## src/rtl/csip_pkg.sv

```systemverilog
// constants, register map and state types for the channel serial input port
package csip_pkg;

  // register indices; byte address is four times the index
  localparam logic [5:0] IDX_MODE = 6'h0c;
  localparam logic [5:0] IDX_DIV = 6'h0d;
  localparam logic [5:0] IDX_CTRL = 6'h16;
  localparam logic [5:0] IDX_CHAN_STATE = 6'h04;
  localparam logic [5:0] IDX_INTERP_NUM = 6'h30;
  localparam logic [5:0] IDX_INTERP_DEN = 6'h31;
  localparam logic [5:0] IDX_LATENCY = 6'h32;
  localparam logic [5:0] IDX_HOLDOFF = 6'h33;
  localparam logic [5:0] IDX_RX_DATA = 6'h34;
  localparam logic [5:0] IDX_STATUS = 6'h35;

  // field positions
  localparam int MODE_LSB = 4;
  localparam int WIDE_BIT = 9;
  localparam int DIV_LSB = 0;
  localparam int DIV_W = 5;
  localparam int EXT_BIT = 7;
  localparam int ADJ_BIT = 6;
  localparam int FES_BIT = 5;
  localparam int SLAVE_BIT = 4;
  localparam int SLEEP_BIT = 0;
  localparam int CRST_BIT = 1;
  localparam int LEGACY_BIT = 2;
  localparam int ST_MODE_LSB = 0;
  localparam int ST_CNT_LSB = 4;
  localparam int ST_LAT_BIT = 10;
  localparam int ST_BUSY_BIT = 11;
  localparam int CTL_M_BIT = 7;
  localparam int CTL_S_BIT = 6;

  // serial word formats
  localparam logic [2:0] FMT_FIR = 3'h0;
  localparam logic [2:0] FMT_DQPSK = 3'h1;
  localparam logic [2:0] FMT_GMSK = 3'h2;
  localparam logic [2:0] FMT_MSK = 3'h3;
  localparam logic [2:0] FMT_COMPACT = 3'h4;
  localparam logic [2:0] FMT_PSK8 = 3'h5;
  localparam logic [2:0] FMT_PSK8R = 3'h6;
  localparam logic [2:0] FMT_QPSK = 3'h7;

  typedef struct packed {
    logic [2:0] mode;
    logic wide24;
    logic [4:0] div;
    logic ext_frame;
    logic adj_frame;
    logic frame_end_sel;
    logic clock_slave;
    logic sleep;
    logic chan_rst;
    logic legacy;
    logic [15:0] interp_num;
    logic [7:0] interp_den;
    logic [15:0] latency;
    logic [15:0] holdoff;
  } csip_regs_t;

  localparam csip_regs_t REGS_RST = '{mode: 3'h0, wide24: 1'b0, div: 5'h00,
    ext_frame: 1'b0, adj_frame: 1'b0, frame_end_sel: 1'b0, clock_slave: 1'b0,
    sleep: 1'b1, chan_rst: 1'b0, legacy: 1'b0, interp_num: 16'h0100,
    interp_den: 8'h01, latency: 16'h0010, holdoff: 16'h0000};

  // completed word handed downstream
  typedef struct packed {
    logic valid;
    logic [5:0] len;
    logic [31:0] data;
    logic [15:0] i;
    logic [15:0] q;
  } csip_word_t;

endpackage

```

## src/rtl/csip_port.sv

```systemverilog
// channel serial input port with AHB-Lite register slave
`timescale 1ns/1ps

// Function
// - serial clock driven when clock-slave bit is 0, input when 1.
// - master clock held low in sleep, starts first edge after wake.
// - master clock divides by divider+1, or twice that in legacy mode.
// - divider is 5-bit field, bits 4..0 of register 0D.
// - master mode: frame out changes and data sampled on rising clock.
// - slave mode: host clocks, data sampled on falling clock edge.
// - bit 7 picks self or external framing; bit 6 pin or neighbour.
// - self framing ignores frame pin, pulses frame out one bit clock.
// - frame rate is bus clock hclk over channel interpolation factor.
// - non-integer ratio stretches some frames by up to one bit clock; average rate stays num/den.
// - frame out low in sleep; first frame delayed after channel reset.
// - frame out is request when bit 5 is 0, frame end when 1.
// - neighbour framing uses previous channel's internal frame end.
// - external framing: rising edges as master, falling edges as slave.
// - 3-bit mode field selects word format and length.
// - 32-bit word is 16-bit I then 16-bit Q, MSB first.
// - first bit taken on the bit clock edge after the frame pulse.
// - surplus bit clock edges before next frame are ignored.
// - frame lengths from one bit up to 32 bits.
// - stream mode bit sets format MSB when hold-off counter reaches one.
module csip_port (
  input wire logic hclk,
  input wire logic hresetn,
  input wire logic hsel,
  input wire logic [31:0] haddr,
  input wire logic [1:0] htrans,
  input wire logic hwrite,
  input wire logic [2:0] hsize,
  input wire logic [31:0] hwdata,
  input wire logic hready,
  output logic [31:0] hrdata,
  output logic hreadyout,
  output logic hresp,
  input wire logic sclk_in,
  output logic sclk_out,
  output logic sclk_oe,
  input wire logic frame_sync_in,
  input wire logic serial_payload_in,
  input wire logic prev_frame_end,
  output logic frame_sync_out,
  output logic frame_end_out,
  output csip_pkg::csip_word_t rx_word
);

  typedef struct packed {
    csip_pkg::csip_regs_t regs;
    logic [31:0] hrdata;
    logic wr_pend;
    logic [5:0] wr_idx;
    logic [6:0] sclk_cnt;
    logic sclk_q;
    logic sclk_oe;
    logic sclk_prev;
    logic [16:0] acc;
    logic frame_pend;
    logic [15:0] lat_cnt;
    logic frame_out;
    logic frame_end;
    logic armed;
    logic busy;
    logic [5:0] bit_cnt;
    logic [31:0] shreg;
    csip_pkg::csip_word_t word;
    logic [31:0] last_data;
    logic [15:0] hold_cnt;
    logic pend_m;
  } csip_state_t;

  csip_state_t st;
  csip_state_t next_st;

  // bits per frame for each format
  function automatic logic [5:0] csip_len(input logic [2:0] fmt, input logic wide);
    logic [5:0] n;
    n = 6'd32;
    unique case (fmt)
      csip_pkg::FMT_FIR: n = 6'd32;
      csip_pkg::FMT_DQPSK: n = 6'd2;
      csip_pkg::FMT_GMSK: n = 6'd1;
      csip_pkg::FMT_MSK: n = 6'd1;
      csip_pkg::FMT_COMPACT: n = wide ? 6'd24 : 6'd16;
      csip_pkg::FMT_PSK8: n = 6'd3;
      csip_pkg::FMT_PSK8R: n = 6'd3;
      csip_pkg::FMT_QPSK: n = 6'd2;
    endcase
    return n;
  endfunction

  logic addr_phase;
  logic [31:0] rd;
  logic [6:0] period;
  logic [6:0] nx_cnt;
  logic master_on;
  logic master_evt;
  logic slave_evt;
  logic evt;
  logic seen;
  logic [5:0] len;
  logic [5:0] cnt_new;
  logic complete;
  logic [16:0] sum;
  logic chan_live;

  always_comb begin
    next_st = st;
    rd = 32'h0000_0000;
    period = 7'h00;
    nx_cnt = 7'h00;
    sum = 17'h00000;
    cnt_new = 6'h00;
    complete = 1'b0;
    next_st.word.valid = 1'b0;

    // bus side: write data lands one cycle after its address phase
    addr_phase = hsel & htrans[1] & hready;
    if (st.wr_pend) begin
      unique case (st.wr_idx)
        csip_pkg::IDX_MODE: begin
          next_st.regs.mode = hwdata[csip_pkg::MODE_LSB +: 3];
          next_st.regs.wide24 = hwdata[csip_pkg::WIDE_BIT];
        end
        csip_pkg::IDX_DIV: next_st.regs.div = hwdata[csip_pkg::DIV_LSB +: csip_pkg::DIV_W];
        csip_pkg::IDX_CTRL: begin
          next_st.regs.ext_frame = hwdata[csip_pkg::EXT_BIT];
          next_st.regs.adj_frame = hwdata[csip_pkg::ADJ_BIT];
          next_st.regs.frame_end_sel = hwdata[csip_pkg::FES_BIT];
          next_st.regs.clock_slave = hwdata[csip_pkg::SLAVE_BIT];
        end
        csip_pkg::IDX_CHAN_STATE: begin
          next_st.regs.sleep = hwdata[csip_pkg::SLEEP_BIT];
          next_st.regs.chan_rst = hwdata[csip_pkg::CRST_BIT];
          next_st.regs.legacy = hwdata[csip_pkg::LEGACY_BIT];
        end
        csip_pkg::IDX_INTERP_NUM: next_st.regs.interp_num = hwdata[15:0];
        csip_pkg::IDX_INTERP_DEN: next_st.regs.interp_den = hwdata[7:0];
        csip_pkg::IDX_LATENCY: next_st.regs.latency = hwdata[15:0];
        csip_pkg::IDX_HOLDOFF: next_st.regs.holdoff = hwdata[15:0];
        default: ;
      endcase
    end
    next_st.wr_pend = addr_phase & hwrite;
    next_st.wr_idx = haddr[7:2];

    // read data is registered during the address phase, so zero wait states
    unique case (haddr[7:2])
      csip_pkg::IDX_MODE: begin
        rd[csip_pkg::MODE_LSB +: 3] = st.regs.mode;
        rd[csip_pkg::WIDE_BIT] = st.regs.wide24;
      end
      csip_pkg::IDX_DIV: rd[csip_pkg::DIV_LSB +: csip_pkg::DIV_W] = st.regs.div;
      csip_pkg::IDX_CTRL: begin
        rd[csip_pkg::EXT_BIT] = st.regs.ext_frame;
        rd[csip_pkg::ADJ_BIT] = st.regs.adj_frame;
        rd[csip_pkg::FES_BIT] = st.regs.frame_end_sel;
        rd[csip_pkg::SLAVE_BIT] = st.regs.clock_slave;
      end
      csip_pkg::IDX_CHAN_STATE: begin
        rd[csip_pkg::SLEEP_BIT] = st.regs.sleep;
        rd[csip_pkg::CRST_BIT] = st.regs.chan_rst;
        rd[csip_pkg::LEGACY_BIT] = st.regs.legacy;
      end
      csip_pkg::IDX_INTERP_NUM: rd[15:0] = st.regs.interp_num;
      csip_pkg::IDX_INTERP_DEN: rd[7:0] = st.regs.interp_den;
      csip_pkg::IDX_LATENCY: rd[15:0] = st.regs.latency;
      csip_pkg::IDX_HOLDOFF: rd[15:0] = st.regs.holdoff;
      csip_pkg::IDX_RX_DATA: rd = st.last_data;
      csip_pkg::IDX_STATUS: begin
        rd[csip_pkg::ST_MODE_LSB +: 3] = st.regs.mode;
        rd[csip_pkg::ST_CNT_LSB +: 6] = st.bit_cnt;
        rd[csip_pkg::ST_LAT_BIT] = (st.lat_cnt != 16'h0000);
        rd[csip_pkg::ST_BUSY_BIT] = st.busy;
      end
      default: rd = 32'h0000_0000; // unmapped reads as zero
    endcase
    next_st.hrdata = (addr_phase & ~hwrite) ? rd : 32'h0000_0000;

    chan_live = ~st.regs.sleep & ~st.regs.chan_rst;

    // master bit clock; held at the last count so the first live edge rises
    next_st.sclk_oe = ~st.regs.clock_slave;
    period = st.regs.legacy ? {1'b0, st.regs.div, 1'b0} + 7'd2
                            : {2'b00, st.regs.div} + 7'd1;
    master_on = chan_live & ~st.regs.clock_slave;
    nx_cnt = (st.sclk_cnt >= period - 7'd1) ? 7'h00 : st.sclk_cnt + 7'd1;
    if (!master_on) begin
      next_st.sclk_cnt = period - 7'd1;
      next_st.sclk_q = 1'b0;
    end else begin
      next_st.sclk_cnt = nx_cnt;
      next_st.sclk_q = (nx_cnt < {1'b0, period[6:1]}) | (period == 7'd1);
    end
    master_evt = master_on & (nx_cnt == 7'h00);
    // slave clock arrives synchronous to hclk; falling edge is the bit edge
    next_st.sclk_prev = sclk_in;
    slave_evt = chan_live & st.regs.clock_slave & st.sclk_prev & ~sclk_in;
    evt = master_evt | slave_evt;

    // frame rate accumulator: num/den clocks per frame, rounded frame by frame
    if (st.regs.chan_rst) begin
      next_st.lat_cnt = st.regs.latency;
      next_st.acc = 17'h00000;
      next_st.frame_pend = 1'b0;
    end else if (st.lat_cnt != 16'h0000) begin
      next_st.lat_cnt = st.lat_cnt - 16'd1;
    end else if (!st.regs.sleep && st.regs.interp_den != 8'h00) begin
      if (evt && !st.regs.ext_frame) begin
        next_st.frame_pend = 1'b0;
      end
      sum = st.acc + {9'h000, st.regs.interp_den};
      if (sum >= {1'b0, st.regs.interp_num}) begin
        next_st.acc = sum - {1'b0, st.regs.interp_num};
        next_st.frame_pend = 1'b1;
      end else begin
        next_st.acc = sum;
      end
    end

    // frame source; self framing never looks at the frame pin
    if (!st.regs.ext_frame) begin
      seen = evt & st.frame_pend;
    end else if (st.regs.adj_frame) begin
      seen = evt & prev_frame_end;
    end else begin
      seen = evt & frame_sync_in;
    end

    // capture: a new frame restarts, a partial word is dropped
    len = csip_len(st.regs.mode, st.regs.wide24);
    if (evt) begin
      next_st.armed = seen;
      if (st.armed) begin
        // a new frame starts from a clean register so short words stay right-aligned
        next_st.shreg = {31'h0000_0000, serial_payload_in};
        cnt_new = 6'd1;
        next_st.busy = 1'b1;
      end else if (st.busy && st.bit_cnt < len) begin
        next_st.shreg = {st.shreg[30:0], serial_payload_in};
        cnt_new = st.bit_cnt + 6'd1;
      end else begin
        cnt_new = st.bit_cnt;
      end
      next_st.bit_cnt = cnt_new;
      complete = (st.armed | st.busy) & (cnt_new == len) & (cnt_new != st.bit_cnt | st.armed);
      if (complete) begin
        next_st.busy = 1'b0;
        next_st.word.valid = 1'b1;
        next_st.word.len = len;
        next_st.word.data = next_st.shreg;
        next_st.last_data = next_st.shreg;
        // 32-bit word: upper half is I, lower half is Q, both MSB first
        next_st.word.i = (len == 6'd32) ? next_st.shreg[31:16] : 16'h0000;
        next_st.word.q = (len == 6'd32) ? next_st.shreg[15:0] : 16'h0000;
      end
      // frame pins hold for one whole bit clock, changing only on bit edges
      next_st.frame_end = complete;
      next_st.frame_out = st.regs.frame_end_sel ? complete
                                                : (seen & ~st.regs.ext_frame);
    end

    // stream control bits ride in the low byte of a 24-bit compact word
    if (st.hold_cnt != 16'h0000) begin
      next_st.hold_cnt = st.hold_cnt - 16'd1;
      if (st.hold_cnt == 16'd1) begin
        next_st.regs.mode[2] = st.pend_m;
      end
    end
    if (complete && len == 6'd24 && next_st.shreg[csip_pkg::CTL_S_BIT]) begin
      next_st.hold_cnt = st.regs.holdoff;
      next_st.pend_m = next_st.shreg[csip_pkg::CTL_M_BIT];
    end

    // sleep and channel reset silence the frame pins and the capture
    if (!chan_live) begin
      next_st.frame_out = 1'b0;
      next_st.frame_end = 1'b0;
      next_st.armed = 1'b0;
      next_st.busy = 1'b0;
      next_st.bit_cnt = 6'h00;
    end
  end

  // single state register
  always_ff @(posedge hclk or negedge hresetn) begin
    if (!hresetn) begin
      st <= '0;
      st.regs <= csip_pkg::REGS_RST;
      st.sclk_oe <= 1'b1;
    end else begin
      st <= next_st;
    end
  end

  assign hrdata = st.hrdata;
  assign hreadyout = 1'b1;
  assign hresp = 1'b0;
  assign sclk_out = st.sclk_q;
  assign sclk_oe = st.sclk_oe;
  assign frame_sync_out = st.frame_out;
  assign frame_end_out = st.frame_end;
  assign rx_word = st.word;

endmodule // csip_port

```

## config.mk

```make
export PLATFORM = sky130hd
export DESIGN_NAME = csip_port
export DESIGN_NICKNAME = d
export VERILOG_FILES = /design/src/rtl/csip_pkg.sv /design/src/rtl/csip_port.sv
export SDC_FILE = /design/constraint.sdc
export NUM_CORES = 1
export LEC_CHECK = 0
export BUFFER_PORTS_ARGS = -buffer_cell sky130_fd_sc_hd__buf_2
export CORE_UTILIZATION = 35
export CTS_CLUSTER_SIZE = 8
export DETAILED_ROUTE_END_ITERATION = 12
export MAX_ROUTING_LAYER = met4
export PLACE_DENSITY = 0.63
export RECOVER_POWER = 50
export SLEW_MARGIN = 15
export SYNTH_ARGS = -nofsm -noshare
export SYNTH_HDL_FRONTEND = slang
export SYNTH_SLANG_ARGS = --single-unit
```

## constraint.sdc

```tcl
create_clock -name hclk -period 6.2 [get_ports hclk]
set_clock_uncertainty 0.15 [all_clocks]
set_input_delay 1.24 -clock hclk [delete_from_list [all_inputs] [get_ports hclk]]
set_output_delay 1.24 -clock hclk [all_outputs]
set_load 0.02 [all_outputs]
```

---- Word level (Yosys, flattened, before mapping) ----
Cells that the tools add are included.
cells by class
  add/subtract/negate cells ............... 9
  $lt $le $gt $ge ......................... 4
  equality and inequality tests ........... 34
  muxes and demuxes ....................... 52
  bitwise operators ....................... 26
  reduce and logical (&&, ||, !) cells .... 31
operators by type and width
  kind                     number
  $mux W145                1
  $mux W16                 8
  $mux W103                1
  $mux W32                 3
  $mux W72                 1
  $eq A6 B6 Y1 const B     11
  $mux W18                 2
  $mux W17                 2
  $mux W34                 1
  $reduce_bool A16 Y1      2
  $sub A16 B1 Y16 const B  2
  $pmux W6 S5              1
  $eq A6 B4 Y1 const B     4
  $pmux W3 S8              1
  $reduce_and A2 Y1        11
  $eq A6 B5 Y1 const B     3
  $mux W6                  3
  $add A17 B8 Y17          1
  $ge A17 B16 Y1           1
  $sub A17 B16 Y17         1
  $and A1 B1 Y1            16
  $eq A16 B1 Y1 const B    1
  $mux W8                  2
  $pmux W2 S8              1
  other kinds (40)         76
word-level totals
  bits in registers ....................... 285
  output and inout port bits .............. 109

---- Logic depth before layout (Yosys ltp) ----
  depth in word-level cells ............... 16
  mapped depth ............................ 21
  depth with buffers taken out ............ 18

---- Least setup slack after synthesis ----
OpenSTA, ideal clock, no wires.
  path type ............................... flip-flop to flip-flop
  from .................................... register st[179] (netlist bit)
  to ...................................... register st[185] (netlist bit)
  setup time .............................. 0.137 ns
  arrival time ............................ 4.183 ns
  required time ........................... 5.913 ns
  path slack .............................. 1.730 ns
  cell stages (with the launch flop) ...... 19
  path buffers ............................ 2
  clock period less this slack ............ 4.470 ns
  cells stage by stage .................... dfrtp_1 -> ha_1 -> fa_1 -> a21o_1 -> a41oi_1 -> and3_1 -> nor2_1 -> xnor2_1 -> ha_1 -> o21a_1 -> nor2b_1 -> a221o_1 -> o2111a_1 -> o21a_1 -> clkbuf_1 -> nor2_2 -> buf_2 -> mux2i_1 -> a21oi_1
between the ends
  cells in the longest elaborated chain, start to end .. 6
  elaborated cells on any way between the ends .. 7
RTL lines
  what                                                RTL line                            text
  from (decl)                                         csip_port.sv:73                     csip_state_t st;
  from (signal assigned)                              csip_port.sv:293                    st <= next_st;
  $add A17 B8 Y17 (*)                                 csip_port.sv:213                    sum = st.acc + {9'h000, st.regs.interp_den};
  $sub A17 B16 Y17 or $ge A17 B16 Y1 (tied branches)  csip_port.sv:215, csip_port.sv:214
  $mux W17 (*)                                        csip_port.sv:214                    if (sum >= {1'b0, st.regs.interp_num}) begin
  $mux W18 (*)                                        csip_port.sv:209                    end else if (!st.regs.sleep && st.regs.interp_den != 8'h00) begin
  $mux W18 (*)                                        csip_port.sv:207                    end else if (st.lat_cnt != 16'h0000) begin
  $mux W34 (*)                                        csip_port.sv:203                    if (st.regs.chan_rst) begin
Mark *: on every way between the ends. The rest lies on a longest branch, timed or not. The select of a mux whose other input is x is not followed.
A chain may end at the register's enable or synchronous reset.

---- Final worst setup path ----
  from .................................... register st[179] (netlist bit)
  to ...................................... register st[186] (netlist bit)
Same word-level chain as after synthesis.

==> results by group <==
Timing
  • Timing-limited maximum frequency: 0.195 GHz
  • Max-slew headroom: -135%
  • Final setup fails: 0
  • RSZ-0062 raised after global routing: no
  • Setup WS post-layout: 1.08 ns
  • Crit path time final: 5.12 ns
  • Final period utilization: 82.6%
  • Final max-slew violation count: 260
  • Hold Violations, Final: 0
  • Slew @ Worst Pin: 3.53 ns
  • Sum Neg Setup Slack: 0 ns
  • Final Hold Slack: 0.331 ns

Logic synthesis
  • Post-synthesis cell area: 15800 µm²
  • FFs w/ async S/R, synth: 100%
  • Top post-synthesis cells by area: dfrtp_1 44%, mux2_2 10%, buf_4 5.1%, mux2i_1 4.2%, ha_1 3.6%
  • EDFF count, synth: 0
  • Cell taking the most area after synthesis: dfrtp_1
  • Syn avg cell area: 10.2 µm²
  • Register area share after synthesis: 45.0%
  • Yosys top cell area share: 44.2%
  • Yosys warns: 0
  • Top_reg_cell synth: dfrtp_1
  • Syn Inst Count: 1551
  • Distinct cells, synth: 76
  • Register bit count reported by yosys: 284

Critical path
  • Critical Path Max Stage Delay: 0.46 ns
  • Crit path from: st[179]
  • Buf/Inv on CP: 1
  • Slowest CP cell: nor2_2
  • RR Startpoint: st[179]
  • R2R Setup Slk: 1.08 ns
  • Crit path required time: 6.48 ns
  • Arrival @ worst endpoint: 5.40 ns
  • Worst Setup Path Type: reg -> reg
  • CP Max Fanout: 10
  • CP endpoint kind: flip-flop
  • CP startpoint kind: flip-flop
  • Worst path top cell family by delay: compound AO/OA/AOI/OAI gates
  • Worst path cell trace: ha_1 -> fa_1 -> a21o_1 -> a41oi_1 -> and3_1 -> nor2_1 -> xnor2_1 -> ha_1 -> o21a_1 -> nor2b_1 -> a221o_1 -> o2111a_1 -> o21a_1 -> nor2_2 -> buf_4 -> mux2i_1 -> a21oi_1

Detailed routing
  • Per-cell routed wire length: 18.3 µm
  • Vias: 11500
  • DRC: 0
  • Routed Antenna Nets: 0
  • DR iter-0 viols: 740
  • DRT Pass-1 Iters: 5
  • Vias per cell: 5.23
  • Final wirelength: 40200 µm

Pwr
  • PwrDens: 250 nW/µm²
  • P_leak: 0.00798 µW
  • Clock Power Share: 47.1%
  • Net Sw Power: 1090 µW
  • Sequential Power Share: 44.8%
  • Int Pwr: 3290 µW
  • Net Sw Frac: 24.9%
  • VDD IR-drop max: 0.148 mV
  • Gate power share: 8.1%

Clock network
  • Clk buf depth: 3
  • # H-tree levels: 2
  • Num CTS Buffers: 41
  • TritonCTS sink count: 284
  • # resized after CTS: 0
  • Clk Latency, worst-skew pair: 0.56 ns
  • Post-CTS Setup Bufs: 0
  • CTS Hold Bufs: 0
  • TritonCTS clock tree: built
  • Clk root buf: clkbuf_16
  • Clock-pin slew on the worst setup and hold paths: 0.05 ns

Place
  • RD Place Congestion: 0.916
  • Dpl ws: 1.17 ns
  • I/O Buffers: 137
  • DP Cell Count: 2123
  • Detailed placer's ending HPWL: 28600 µm

Final layout
  • Share of layout cells above drive strength 1: 22.3%
  • Commonest non-fill, non-tap cell in the layout: dfrtp_1
  • Final instance count without filler cells: 2193
  • Fillers: 4340
  • Final core utilization: 39.4%
  • Most frequent cells in the layout: 279 x dfrtp_1, 140 x mux2_2, 130 x buf_2
  • P&R area growth vs syn: 10.7%
  • Final net count: 1700

Global route
  • Total grt overflow: 0
  • GRT Util Overall: 18.1%
  • Vias in the first global route: 11500
  • Global-route wire length before repair: 64700 µm
  • Initial antenna violation count: 6
  • Pin count of the biggest net entering global routing: 138

Floorplan
  • Core Region: 44400 µm²
  • Die X: 214 µm
  • Total Die Area: 46000 µm²
  • IO Count: 187
  • Die Y: 214 µm
  • # rows: 77
  • Initial Utilization: 35.6%

Min path
  • Hold Path Class: reg -> reg
  • Hold path startpoint: frame_end_out

Flow run
  • Max-Cap Viols: 4

Outcome
  • Status: finished with violations
  • Failing checks: max-capacitance violations, max-slew violations
layer usage:
metal	track usage [%]	vias to the layer above	share of wire, %
met5	-	-	0
met4	5.52	0	1.9
met3	3.43	45	5.3
met2	28.4	297	47
met1	23.7	5699	46
li1	-	5434	-
layout make-up:
class	instances	area (µm²)	share of cell area [%]
inverters	72	270	1.55
repair buffers	151	796	4.55
diodes	6	15.0	0.0859
clock inverters	3	41.3	0.236
multi-input cells	1024	7390	42.2
flip-flops and latches	284	7110	40.7
clock buffers	61	1120	6.42
well taps	592	741	4.24
cell families (layout without fill, tap and decap cells):
logic type               Yosys count  after routing  synth area share (%)
AO/OA/AOI/OAI                    275            275                  10.8
XOR/XNOR                          59             59                  3.27
adder cells (fa/ha/maj)           49             49                  3.96
buffers and inverters            244            287                  8.54
flip-flops                       284            284                  45.0
multiplexers                     215            215                  15.3
other                              2              9                0.0475
AND/OR/NAND/NOR                  423            423                  13.1
through the flow:
| stage | power (µW) | area (µm²) |
|---|---|---|
| after global routing | 4560 | 17500 |
| after detailed placement | 2350 | 16300 |
| after CTS | 4440 | 17500 |
| final | 4370 | 17500 |
| after global placement | 2340 | 16300 |
| after floorplan | 2200 | 15800 |
flip-flops by register name, indices dropped and copies added, names as in the netlist:
register,flops
hrdata,32
sclk_out,1
st,210
frame_end_out,1
rx_word,38
sclk_oe,1
frame_sync_out,1
Yosys cell counts (22+ instances only):
library cell,n
dfrtp_1,279
nand2_1,96
mux2_2,140
o21ai_0,101
nor2_1,116
buf_4,107
and2_1,22
inv_1,72
nor3_1,32
nand3_1,60
xnor2_1,42
ha_1,46
a21oi_1,63
mux2i_1,67
clkbuf_1,46
worst paths after layout:
check	depth (start not counted)	end
min in group asynchronous	1	hrdata[19]
setup / recovery	17	st[186]
hold / removal	1	frame_end_out
max in group asynchronous	2	st[300]
setup reg to reg	17	st[186]
hold reg to reg	1	frame_end_out
power by group through the flow:
stage / combinational, µW / sequential [µW] / clock [µW]
2_1_floorplan: 238 / 1970 / 0
3_3_place_gp: 351 / 1990 / 0
3_5_place_dp: 357 / 1990 / 0
4_1_cts: 359 / 1960 / 2120
5_1_grt: 403 / 1970 / 2190
6_report: 354 / 1960 / 2060
Note: power is estimated with default switching activity, not from simulation.
